## src/rtl/t8c_pkg.sv

```systemverilog
package t8c_pkg;

  localparam logic [7:0] ADDR_CTRL    = 8'h00;
  localparam logic [7:0] ADDR_COUNT   = 8'h04;
  localparam logic [7:0] ADDR_COMPARE = 8'h08;
  localparam logic [7:0] ADDR_FLAGS   = 8'h0c;
  localparam logic [7:0] ADDR_IRQEN   = 8'h10;

  localparam int CTRL_CS_LSB  = 0;
  localparam int CTRL_WGM_LSB = 3;
  localparam int CTRL_COM_LSB = 5;
  localparam int CTRL_FOC_BIT = 7;
  localparam int CTRL_AS_BIT  = 8;
  localparam int FLAG_OVF_BIT = 0;
  localparam int FLAG_CMP_BIT = 1;

  localparam logic [2:0] CS_STOP   = 3'h0;
  localparam logic [2:0] CS_DIV1   = 3'h1;
  localparam logic [2:0] CS_DIV8   = 3'h2;
  localparam logic [2:0] CS_DIV64  = 3'h3;
  localparam logic [2:0] CS_DIV256 = 3'h4;
  localparam logic [2:0] CS_DIV1K  = 3'h5;
  localparam logic [2:0] CS_EXTF   = 3'h6;
  localparam logic [2:0] CS_EXTR   = 3'h7;

  localparam logic [9:0] PRE_TAP8   = 10'h007;
  localparam logic [9:0] PRE_TAP64  = 10'h03f;
  localparam logic [9:0] PRE_TAP256 = 10'h0ff;
  localparam logic [9:0] PRE_TAP1K  = 10'h3ff;

  localparam logic [1:0] COM_OFF    = 2'h0;
  localparam logic [1:0] COM_TOGGLE = 2'h1;
  localparam logic [1:0] COM_CLEAR  = 2'h2;
  localparam logic [1:0] COM_SET    = 2'h3;

  localparam logic [7:0] CNT_BOTTOM = 8'h00;
  localparam logic [7:0] CNT_MAX    = 8'hff;
  localparam logic [7:0] CNT_ONE    = 8'h01;

  typedef enum logic [1:0] {
    WGM_NORMAL,
    WGM_PHASE,
    WGM_CTC,
    WGM_FAST
  } t8c_wgm_e;

  typedef struct packed {
    logic [2:0] cs;
    t8c_wgm_e   wgm;
    logic [1:0] com;
    logic       async_sel;
  } t8c_ctrl_s;

  typedef struct packed {
    logic port_data;
    logic output_pin_direction;
  } t8c_pin_in_s;

  typedef struct packed {
    logic pin_out;
    logic pin_oe_n;
  } t8c_pin_out_s;

  typedef struct packed {
    t8c_ctrl_s   ctrl;
    logic [7:0]  cnt;
    logic [7:0]  ocr;
    logic [7:0]  ocr_buf;
    logic        dir_down;
    logic        oc;
    logic        ovf_flag;
    logic        cmp_flag;
    logic        ovf_ie;
    logic        cmp_ie;
    logic        block;
    logic [9:0]  pre;
    logic        ext_s1;
    logic        ext_s2;
    logic        ext_d;
    logic        xtal_s1;
    logic        xtal_s2;
    logic        xtal_d;
    logic [31:0] rdata;
  } t8c_state_s;

  localparam t8c_ctrl_s  CTRL_RESET  = '{cs: CS_STOP, wgm: WGM_NORMAL, com: COM_OFF,
                                         async_sel: 1'b0};
  localparam t8c_state_s STATE_RESET = '{ctrl: CTRL_RESET, pre: 10'h000,
                                         rdata: 32'h0000_0000, default: '0};

endpackage

```

## src/rtl/t8c_timer.sv

```systemverilog
`timescale 1ns/1ns
`default_nettype none
module t8c_timer (
  // clock and reset
  input  wire logic                  pclk,
  input  wire logic                  presetn,
  // apb slave
  input  wire logic                  psel,
  input  wire logic                  penable,
  input  wire logic                  pwrite,
  input  wire logic [7:0]            paddr,
  input  wire logic [31:0]           pwdata,
  output logic      [31:0]           prdata,
  output logic                       pready,
  output logic                       pslverr,
  // clock sources
  input  wire logic                  ext_clk_in,
  input  wire logic                  crystal_in_pin,
  // interrupt requests and acknowledges
  output logic                       irq_compare,
  output logic                       irq_overflow,
  input  wire logic                  ack_compare,
  input  wire logic                  ack_overflow,
  // port pin
  input  wire t8c_pkg::t8c_pin_in_s  pin_in,
  output t8c_pkg::t8c_pin_out_s      pin_ctl,
  output logic                       waveform_output,
  // counter indications
  output logic                       count_top,
  output logic                       count_bottom
);

  t8c_pkg::t8c_state_s r_reg;
  t8c_pkg::t8c_state_s r_next;

  logic       acc;
  logic       wr;
  logic       hit;
  logic       ctrl_wr;
  logic       cnt_wr;
  logic       cmp_wr;
  logic       flag_wr;
  logic       ie_wr;
  logic       pwm;
  logic       base;
  logic       tick;
  logic       match;
  logic [7:0] top_val;

  // bus decode
  assign acc     = psel & penable;
  assign wr      = acc & pwrite;
  assign hit     = (paddr == t8c_pkg::ADDR_CTRL) | (paddr == t8c_pkg::ADDR_COUNT)
                 | (paddr == t8c_pkg::ADDR_COMPARE) | (paddr == t8c_pkg::ADDR_FLAGS)
                 | (paddr == t8c_pkg::ADDR_IRQEN);
  assign ctrl_wr = wr & (paddr == t8c_pkg::ADDR_CTRL);
  assign cnt_wr  = wr & (paddr == t8c_pkg::ADDR_COUNT);
  assign cmp_wr  = wr & (paddr == t8c_pkg::ADDR_COMPARE);
  assign flag_wr = wr & (paddr == t8c_pkg::ADDR_FLAGS);
  assign ie_wr   = wr & (paddr == t8c_pkg::ADDR_IRQEN);
  assign pready  = 1'b1;
  assign pslverr = acc & ~hit;
  assign prdata  = r_reg.rdata;

  assign pwm = (r_reg.ctrl.wgm == t8c_pkg::WGM_PHASE) | (r_reg.ctrl.wgm == t8c_pkg::WGM_FAST);

  // timer clock selection
  always_comb begin
    base = r_reg.ctrl.async_sel ? (r_reg.xtal_s2 & ~r_reg.xtal_d) : 1'b1;
    case (r_reg.ctrl.cs)
      t8c_pkg::CS_STOP:   tick = 1'b0;
      t8c_pkg::CS_DIV1:   tick = base;
      t8c_pkg::CS_DIV8:   tick = base & ((r_reg.pre & t8c_pkg::PRE_TAP8) == t8c_pkg::PRE_TAP8);
      t8c_pkg::CS_DIV64:  tick = base & ((r_reg.pre & t8c_pkg::PRE_TAP64) == t8c_pkg::PRE_TAP64);
      t8c_pkg::CS_DIV256: tick = base
                               & ((r_reg.pre & t8c_pkg::PRE_TAP256) == t8c_pkg::PRE_TAP256);
      t8c_pkg::CS_DIV1K:  tick = base & (r_reg.pre == t8c_pkg::PRE_TAP1K);
      t8c_pkg::CS_EXTF:   tick = ~r_reg.ext_s2 & r_reg.ext_d;
      t8c_pkg::CS_EXTR:   tick = r_reg.ext_s2 & ~r_reg.ext_d;
      default:            tick = 1'b0;
    endcase
  end

  // comparator, blocked right after a count write
  assign match   = (r_reg.cnt == r_reg.ocr) & ~r_reg.block;
  assign top_val = (r_reg.ctrl.wgm == t8c_pkg::WGM_CTC) ? r_reg.ocr : t8c_pkg::CNT_MAX;

  function automatic logic com_act(input logic [1:0] com, input logic oc);
    case (com)
      t8c_pkg::COM_TOGGLE: com_act = ~oc;
      t8c_pkg::COM_CLEAR:  com_act = 1'b0;
      t8c_pkg::COM_SET:    com_act = 1'b1;
      default:             com_act = oc;
    endcase
  endfunction

  always_comb begin
    logic set_ovf;
    logic set_cmp;
    logic nonpwm_new;
    r_next     = r_reg;
    set_ovf    = 1'b0;
    set_cmp    = 1'b0;
    nonpwm_new = 1'b0;
    // synchronisers
    r_next.ext_s1  = ext_clk_in;
    r_next.ext_s2  = r_reg.ext_s1;
    r_next.ext_d   = r_reg.ext_s2;
    r_next.xtal_s1 = crystal_in_pin;
    r_next.xtal_s2 = r_reg.xtal_s1;
    r_next.xtal_d  = r_reg.xtal_s2;
    if (base && r_reg.ctrl.cs != t8c_pkg::CS_STOP) begin
      r_next.pre = r_reg.pre + 10'h001;
    end
    // counting
    if (tick) begin
      r_next.block = 1'b0;
      set_cmp      = match;
      case (r_reg.ctrl.wgm)
        t8c_pkg::WGM_NORMAL: begin
          r_next.cnt      = r_reg.cnt + t8c_pkg::CNT_ONE;
          r_next.dir_down = 1'b0;
          set_ovf         = (r_reg.cnt == t8c_pkg::CNT_MAX);
          if (match) begin
            r_next.oc = com_act(r_reg.ctrl.com, r_reg.oc);
          end
        end
        t8c_pkg::WGM_CTC: begin
          r_next.dir_down = 1'b0;
          if (r_reg.cnt == r_reg.ocr) begin
            r_next.cnt = t8c_pkg::CNT_BOTTOM;
          end else begin
            r_next.cnt = r_reg.cnt + t8c_pkg::CNT_ONE;
          end
          set_ovf = (r_reg.cnt == t8c_pkg::CNT_MAX);
          if (match) begin
            r_next.oc = com_act(r_reg.ctrl.com, r_reg.oc);
          end
        end
        t8c_pkg::WGM_FAST: begin
          r_next.cnt      = r_reg.cnt + t8c_pkg::CNT_ONE;
          r_next.dir_down = 1'b0;
          set_ovf         = (r_reg.cnt == t8c_pkg::CNT_MAX - t8c_pkg::CNT_ONE);
          if (match) begin
            r_next.oc = com_act(r_reg.ctrl.com, r_reg.oc);
          end
          if (r_reg.cnt == t8c_pkg::CNT_MAX) begin
            r_next.ocr = r_reg.ocr_buf;
            if (r_reg.ctrl.com == t8c_pkg::COM_CLEAR) begin
              r_next.oc = 1'b1;
            end else if (r_reg.ctrl.com == t8c_pkg::COM_SET) begin
              r_next.oc = 1'b0;
            end
          end
        end
        t8c_pkg::WGM_PHASE: begin
          if (r_reg.dir_down) begin
            r_next.cnt = r_reg.cnt - t8c_pkg::CNT_ONE;
          end else begin
            r_next.cnt = r_reg.cnt + t8c_pkg::CNT_ONE;
          end
          if (r_next.cnt == t8c_pkg::CNT_MAX) begin
            r_next.dir_down = 1'b1;
          end else if (r_next.cnt == t8c_pkg::CNT_BOTTOM) begin
            r_next.dir_down = 1'b0;
          end
          set_ovf = (r_next.cnt == t8c_pkg::CNT_BOTTOM);
          if (r_reg.cnt == t8c_pkg::CNT_MAX) begin
            r_next.ocr = r_reg.ocr_buf;
          end
          if (match && r_reg.ctrl.com[1]) begin
            r_next.oc = r_reg.dir_down ^ r_reg.ctrl.com[0];
          end
        end
        default: begin
          r_next.cnt = r_reg.cnt;
        end
      endcase
    end
    // register writes, after counting so they win
    if (ctrl_wr) begin
      r_next.ctrl.cs        = pwdata[t8c_pkg::CTRL_CS_LSB +: 3];
      r_next.ctrl.wgm       = t8c_pkg::t8c_wgm_e'(pwdata[t8c_pkg::CTRL_WGM_LSB +: 2]);
      r_next.ctrl.com       = pwdata[t8c_pkg::CTRL_COM_LSB +: 2];
      r_next.ctrl.async_sel = pwdata[t8c_pkg::CTRL_AS_BIT];
      nonpwm_new = (r_next.ctrl.wgm == t8c_pkg::WGM_NORMAL)
                 | (r_next.ctrl.wgm == t8c_pkg::WGM_CTC);
      if (pwdata[t8c_pkg::CTRL_FOC_BIT] && nonpwm_new) begin
        r_next.oc = com_act(r_next.ctrl.com, r_next.oc);
      end
    end
    if (cnt_wr) begin
      r_next.cnt   = pwdata[7:0];
      r_next.block = 1'b1;
    end
    if (cmp_wr) begin
      if (pwm) begin
        r_next.ocr_buf = pwdata[7:0];
      end else begin
        r_next.ocr     = pwdata[7:0];
        r_next.ocr_buf = pwdata[7:0];
      end
    end
    if (ie_wr) begin
      r_next.ovf_ie = pwdata[t8c_pkg::FLAG_OVF_BIT];
      r_next.cmp_ie = pwdata[t8c_pkg::FLAG_CMP_BIT];
    end
    // flags: set wins over clear
    r_next.ovf_flag = set_ovf | (r_reg.ovf_flag & ~ack_overflow
                    & ~(flag_wr & pwdata[t8c_pkg::FLAG_OVF_BIT]));
    r_next.cmp_flag = set_cmp | (r_reg.cmp_flag & ~ack_compare
                    & ~(flag_wr & pwdata[t8c_pkg::FLAG_CMP_BIT]));
    // read data captured in the setup phase
    if (psel && !penable) begin
      r_next.rdata = 32'h0000_0000;
      case (paddr)
        t8c_pkg::ADDR_CTRL: begin
          r_next.rdata[t8c_pkg::CTRL_CS_LSB +: 3]  = r_reg.ctrl.cs;
          r_next.rdata[t8c_pkg::CTRL_WGM_LSB +: 2] = r_reg.ctrl.wgm;
          r_next.rdata[t8c_pkg::CTRL_COM_LSB +: 2] = r_reg.ctrl.com;
          r_next.rdata[t8c_pkg::CTRL_AS_BIT]       = r_reg.ctrl.async_sel;
        end
        t8c_pkg::ADDR_COUNT:   r_next.rdata[7:0] = r_reg.cnt;
        t8c_pkg::ADDR_COMPARE: r_next.rdata[7:0] = pwm ? r_reg.ocr_buf : r_reg.ocr;
        t8c_pkg::ADDR_FLAGS: begin
          r_next.rdata[t8c_pkg::FLAG_OVF_BIT] = r_reg.ovf_flag;
          r_next.rdata[t8c_pkg::FLAG_CMP_BIT] = r_reg.cmp_flag;
        end
        t8c_pkg::ADDR_IRQEN: begin
          r_next.rdata[t8c_pkg::FLAG_OVF_BIT] = r_reg.ovf_ie;
          r_next.rdata[t8c_pkg::FLAG_CMP_BIT] = r_reg.cmp_ie;
        end
        default: r_next.rdata = 32'h0000_0000;
      endcase
    end
  end

  always_ff @(posedge pclk or negedge presetn) begin
    if (!presetn) begin
      r_reg <= t8c_pkg::STATE_RESET;
    end else begin
      r_reg <= r_next;
    end
  end

  // outputs
  assign irq_compare      = r_reg.cmp_flag & r_reg.cmp_ie;
  assign irq_overflow     = r_reg.ovf_flag & r_reg.ovf_ie;
  assign waveform_output  = r_reg.oc;
  assign pin_ctl.pin_out  = (r_reg.ctrl.com != t8c_pkg::COM_OFF) ? r_reg.oc
                                                                 : pin_in.port_data;
  assign pin_ctl.pin_oe_n = ~pin_in.output_pin_direction;
  assign count_top        = (r_reg.cnt == top_val);
  assign count_bottom     = (r_reg.cnt == t8c_pkg::CNT_BOTTOM);
endmodule
`default_nettype wire

```

## config.mk

```make
export PLATFORM = sky130hd
export DESIGN_NAME = t8c_timer
export DESIGN_NICKNAME = d
export VERILOG_FILES = /design/src/rtl/t8c_pkg.sv /design/src/rtl/t8c_timer.sv
export SDC_FILE = /design/constraint.sdc
export NUM_CORES = 1
export LEC_CHECK = 0
export BUFFER_PORTS_ARGS = -buffer_cell sky130_fd_sc_hd__clkbuf_2
export CAP_MARGIN = 15
export CORE_ASPECT_RATIO = 2
export CORE_MARGIN = 2
export CORE_UTILIZATION = 50
export CTS_CLUSTER_DIAMETER = 100
export DETAILED_ROUTE_END_ITERATION = 10
export PLACE_DENSITY = 0.74
export SKIP_LAST_GASP = 1
export SYNTH_ARGS = -nofsm -noshare
export SYNTH_HDL_FRONTEND = slang
export SYNTH_SLANG_ARGS = --single-unit
```

## constraint.sdc

```tcl
create_clock -name pclk -period 4.5 [get_ports pclk]
set_clock_uncertainty 0.15 [all_clocks]
set_input_delay 1.35 -clock pclk [delete_from_list [all_inputs] [get_ports pclk]]
set_output_delay 1.35 -clock pclk [all_outputs]
set_load 0.05 [all_outputs]
```

==> results of run 1 <==
power by group through the flow:
stage / Clock, uW / Combinational (uW) / Sequential [uW]
global route: 805 / 739 / 804
finish: 771 / 675 / 790
CTS: 782 / 669 / 786
floorplan: 0 / 594 / 727
detailed placement: 0 / 661 / 795
global placement: 0 / 646 / 790
cells by family after synthesis:
| logic type | synth area share (%) |
|---|---|
| adders and majority gates | 2.67 |
| muxes | 7.19 |
| xor gates and xnor gates | 5.20 |
| other | 0.178 |
| buffers and inverters | 10.1 |
| DFF | 38.0 |
| and+or+nand+nor | 21.8 |
| AOI/OAI and AO/OA | 14.9 |
placed cells by master, fill, tap and decap left out, drive strengths merged, types with 6 or more instances in the layout:
cell type,netlist,final
a21oi,22,22
a221oi,7,7
and3,6,6
buf,47,8
clkbuf,10,58
conb,2,24
dfrtp,64,64
ha,9,9
inv,13,13
mux2,18,18
mux2i,10,10
nand2,52,52
nand2b,12,12
nand3,12,12
nand4,6,6
nor2,39,39
nor3,6,6
o21ai,17,17
xnor2,16,16
xor2,9,9
cell usage after synthesis, drive strengths merged, types with 3 or more instances:
library cell	n
nand4	6
a21oi	22
o211ai	4
a22oi	4
nor3b	4
ha	9
nor4	3
xnor2	16
clkbuf	10
and2	5
mux2i	10
mux2	18
xor2	9
o21ai	17
a221o	5
a31oi	5
nand2b	12
a221oi	7
nand2	52
o221ai	3
nor2b	4
nor3	6
and4	4
o22ai	5
a21boi	3
nand3	12
inv	13
dfrtp	64
nor2	39
buf	47
and3	6
area by class of cell:
| cell class | instances | area share, % |
|---|---|---|
| multi-input cells | 346 | 48.8 |
| flip-flops and latches | 64 | 34.3 |
| inverters | 13 | 1.05 |
| well taps | 98 | 2.63 |
| clock inverters | 2 | 1.29 |
| clock buffers | 14 | 5.88 |
| repair buffers | 52 | 6.01 |
per-stage QoR:
stage          instance area [um2]  power, uW
6_report                      4660       2240
5_1_grt                       4660       2350
4_1_cts                       4660       2240
3_5_place_dp                  4330       1460
3_3_place_gp                  4330       1440
2_1_floorplan                 4300       1320
critical path, stage by stage:
cell	delay, ns
clkbuf_2	0.08
or4_4	0.58
nor3_1	0.26
nor3_1	0.07
clkbuf_2	0.24
path summary, 6_finish.rpt:
path | startpoint | end | slack [ns] | cells past startpoint
hold / removal | r_next[36] | r_next[35] | 0.20 | 0
setup reg to reg | r_reg[71] | r_reg[52] | 1.43 | 9
setup / recovery | paddr[1] | pslverr | 0.42 | 5
max in group asynchronous | presetn | r_reg[60] | 2.22 | 2
min in group asynchronous | presetn | prdata[1] | 1.06 | 1
hold reg to reg | r_next[36] | r_next[35] | 0.20 | 0
routing by layer:
layer  track usage, %  vias up
met2             44.6      117
met1             25.9     1704
met5                0        -
met4             18.0        0
met3             4.36       38
li1                 -     1631
==> results.json, run 1 <==
{
  "syn_area_um2": 4210,
  "postRouteAntennaNets": 0,
  "synth_seq_cells": 64,
  "synth_edf_count": 0,
  "comb_power_share_pct": 30.2,
  "cts_repair_resize_count": 0,
  "worstPathRequired_ns": 3.00,
  "wl_met3_um": 402,
  "start_kind": "primary input",
  "power_frac_clock_pct": 34.5,
  "highest_layer": "met4",
  "n_antenna_cell": 0,
  "synth.area.top_cells": "dfrtp_1 38%, buf_4 6.2%, nand2_1 4.5%, mux2_2 4.3%, nor2_1 3.5%",
  "grt_overflow": 0,
  "antenna_found_initial": 0,
  "num_vias": 3490,
  "dp_slack_ns": 0.427,
  "route.met2.wl_mm": 6.07,
  "endpoint_kind": "output port",
  "hold_buffers": 0,
  "multi_input_area_um2": 2280,
  "critPathArrivalTime_ns": 2.58,
  "clockRootBuffer": "clkbuf_16",
  "slew_headroom_pct": 29.2,
  "leakage_uw": 0.00208,
  "power_frac_seq_pct": 35.3,
  "rows": 47,
  "setup_viol": 0,
  "synth_top_area_share_pct": 38.0,
  "grt_usage_pct": 25.5,
  "gp_routability_congestion": 0.958,
  "clk_pin_slew_ns": 0.05,
  "area_growth_pct": 10.7,
  "status": "complete, no violations",
  "final-instance-count-excl-fill": 589,
  "die_height_um": 134,
  "powerDensity_nw_per_um2": 480,
  "fillerInstances": 749,
  "grt_max_degree": 43,
  "hold_ws_ns": 0.197,
  "vias_per_cell": 5.93,
  "clkSinkCount": 64,
  "layout.nets": 546,
  "yosysWarnings": 0,
  "ir_worst_vdd_uv": 319,
  "clkLatencyLatePin_ns": 0.33,
  "dr.pass1.iters": 4,
  "start_util_pct": 51.2,
  "switching_share_pct": 35.1,
  "worstMarginPinSlew_ns": 1.06,
  "die_w_um": 68.9,
  "largest_register_ff_count": 50,
  "ys_seq_area_share_pct": 38.0,
  "setup_slack_ns": 0.417,
  "cp_max_fo": 4,
  "dieArea_um2": 9220,
  "period_share_pct": 90.7,
  "synth_cell_type_count": 68,
  "h-tree-depth": 3,
  "synth_area_per_cell_um2": 9.20,
  "synth.largest_area_cell": "dfrtp_1",
  "rsz0062_at_grt": "false",
  "drc_errors": 0,
  "synthArstFlopShare_pct": 100,
  "grt_first_pass_wirelength_mm": 17.4,
  "cts_max_path_buffers": 2,
  "fin_tns_setup_ns": 0,
  "cts_buffers": 9,
  "switchingPower_uw": 786,
  "fin_util_pct": 56.6,
  "synthCells": 458,
  "numPortBuffers": 44,
  "drv_cap": 0,
  "fmax_mhz": 245,
  "dp.cells": 573,
  "core_area_um2": 8230,
  "hold_violations": 0,
  "initialDrtViolationCount": 286,
  "intPower_uw": 1450,
  "synth_ff_type": "dfrtp_1",
  "post_cts_buffers": 0,
  "hold_path.class": "reg -> reg",
  "boundaryPins": 92,
  "place_hpwl_mm": 8.11,
  "drv_slew": 0,
  "grt_pass1_vias": 3606,
  "drive_above_1_share_pct": 18.9,
  "final-seq-area_um2": 1600,
  "min_period_ns": 4.08,
  "worstSetupPathType": "in -> out",
  "wl_per_cell_um": 18.4,
  "wirelength_mm": 10.8,
  "cts_tree": "yes",
  "wl_met1_mm": 3.70
}
No activity file was read; power rests on OpenSTA's default activity.
==> run 2, diff against run 1 <==
Settings changed: CORE_ASPECT_RATIO 2 to not set.
==> run 2 against run 1 <==
  * Clock-buffer cell count down 4
  * Flip-flop and latch count unchanged
  * Register-to-register slack better by 0.06 ns
  * Hold slack better by 0.0027 ns
  * Worst setup slack better by 0.0018 ns
  * Sequential power down 0.8%
  * Critical endpoint unchanged
  * Highest routed layer unchanged
==> results.json, run 2 (synthesized netlist as in run 1, its figures left out) <==
{
  "status": "complete, no violations",
  "initialDrtViolationCount": 238,
  "worstMarginPinSlew_ns": 0.857,
  "worstPathRequired_ns": 3.00,
  "cts_repair_resize_count": 0,
  "grt_first_pass_wirelength_mm": 16.5,
  "met2_usage_pct": 39.0,
  "clk_pin_slew_ns": 0.07,
  "cts_max_path_buffers": 2,
  "ir_worst_vdd_uv": 271,
  "start_util_pct": 51.5,
  "design_area_um2": 4560,
  "fin_tns_setup_ns": 0,
  "boundaryPins": 92,
  "dp.cells": 579,
  "multi_input_area_um2": 2280,
  "period_share_pct": 90.7,
  "vias_per_cell": 5.84,
  "power_uw": 2020,
  "hold_violations": 0,
  "drv_cap": 0,
  "n_antenna_cell": 0,
  "h-tree-depth": 3,
  "drv_slew": 0,
  "grt_max_degree": 34,
  "dieArea_um2": 9180,
  "drc_errors": 0,
  "final-instance-count-excl-fill": 595,
  "largest_register_ff_count": 50,
  "grt-busiest-layer": "met2",
  "setup_viol": 0,
  "layout.cells.most_common": "dfrtp_1",
  "hold_path.class": "reg -> reg",
  "numPortBuffers": 44,
  "cts_tree": "yes",
  "gp_routability_congestion": 0.887,
  "endpoint_kind": "output port",
  "post_cts_buffers": 0,
  "min_period_ns": 4.08,
  "start_kind": "primary input",
  "rsz0062_at_grt": "false",
  "worstSetupPathType": "in -> out",
  "core_area_um2": 8180,
  "die_height_um": 95.8,
  "num_vias": 3472,
  "wl_per_cell_um": 17.0,
  "fmax_mhz": 245,
  "critPathArrivalTime_ns": 2.58,
  "slew_headroom_pct": 42.8,
  "grt_usage_pct": 23.8,
  "drive_above_1_share_pct": 19.2,
  "layout.nets": 545,
  "clkLatencyLatePin_ns": 0.36,
  "clkSinkCount": 64,
  "placed_area_um2": 4330,
  "final-seq-area_um2": 1600,
  "wirelength_mm": 10.1,
  "rows": 33,
  "postRouteAntennaNets": 0,
  "grt_overflow": 0,
  "final_cell_mix": "64 x dfrtp_1, 51 x nand2_1, 44 x clkbuf_2",
  "powerDensity_nw_per_um2": 444,
  "leakage_uw": 0.00203,
  "use_met1_pct": 29.6,
  "globalRouteMet3Util_pct": 4.86,
  "dr.pass1.iters": 6,
  "grt_pass1_vias": 3379,
  "hold_buffers": 0,
  "place_hpwl_mm": 7.40,
  "hold_ws_ns": 0.199,
  "area_growth_pct": 8.19,
  "cts_buffers": 9,
  "die_w_um": 95.8,
  "antenna_found_initial": 0,
  "clockRootBuffer": "clkbuf_8",
  "fillerInstances": 732,
  "cp_max_fo": 4
}
==> run 2: changes by cell type in the layout (fill, tap and decap cells not counted) <==
cell,delta
buf_4,-1
clkbuf_1,-2
clkbuf_16,-9
clkbuf_8,+7
clkinv_2,+1
clkinv_4,+2
inv_6,+1
==> run 2: metrics by stage <==
stage / util [%] / worst slack (ns)
detailed placement: 53.0 / 0.419
global route: 55.8 / 0.345
global placement: 53.0 / 0.427
floorplan: - / 0.159
CTS: 55.8 / 0.420
finish: 55.8 / 0.419
==> run 2: cell type report <==
| class | count | area share, % |
|---|---|---|
| clock inverters | 6 | 2.00 |
| well taps | 105 | 2.88 |
| repair buffers | 51 | 5.98 |
| inverters | 13 | 1.07 |
| flip-flops and latches | 64 | 35.1 |
| multi-input cells | 346 | 49.9 |
| clock buffers | 10 | 3.02 |
==> run 2: per-layer routing <==
metal / part of all wire [%] / routed length (um)
met5: 0 / 0
met1: 42 / 4290
met4: 2.9 / 291
met3: 6.2 / 628
met2: 49 / 4930
==> run 2: worst max-delay path: stages <==
cell and delay [ns]:
clkbuf_2 0.08, or4_4 0.57, nor3_1 0.26, nor3_1 0.08, clkbuf_2 0.24
==> run 2: where the power goes <==
group	internal, uW	switching [uW]
sequential	653	131
clock	330	238
combinational	267	406
==> run 2: path summary, 6_finish.rpt <==
path / startpoint / endpoint / slack (ns) / cells past startpoint
worst max register to register: r_reg[54] / r_reg[52] / 1.49 / 6
worst min-delay path: r_next[33] / r_next[32] / 0.20 / 0
worst min register to register: r_next[33] / r_next[32] / 0.20 / 0
min in group asynchronous: presetn / r_reg[78] / 0.94 / 1
max in group asynchronous: presetn / r_reg[72] / 2.50 / 2
worst max-delay path: paddr[1] / pslverr / 0.42 / 5
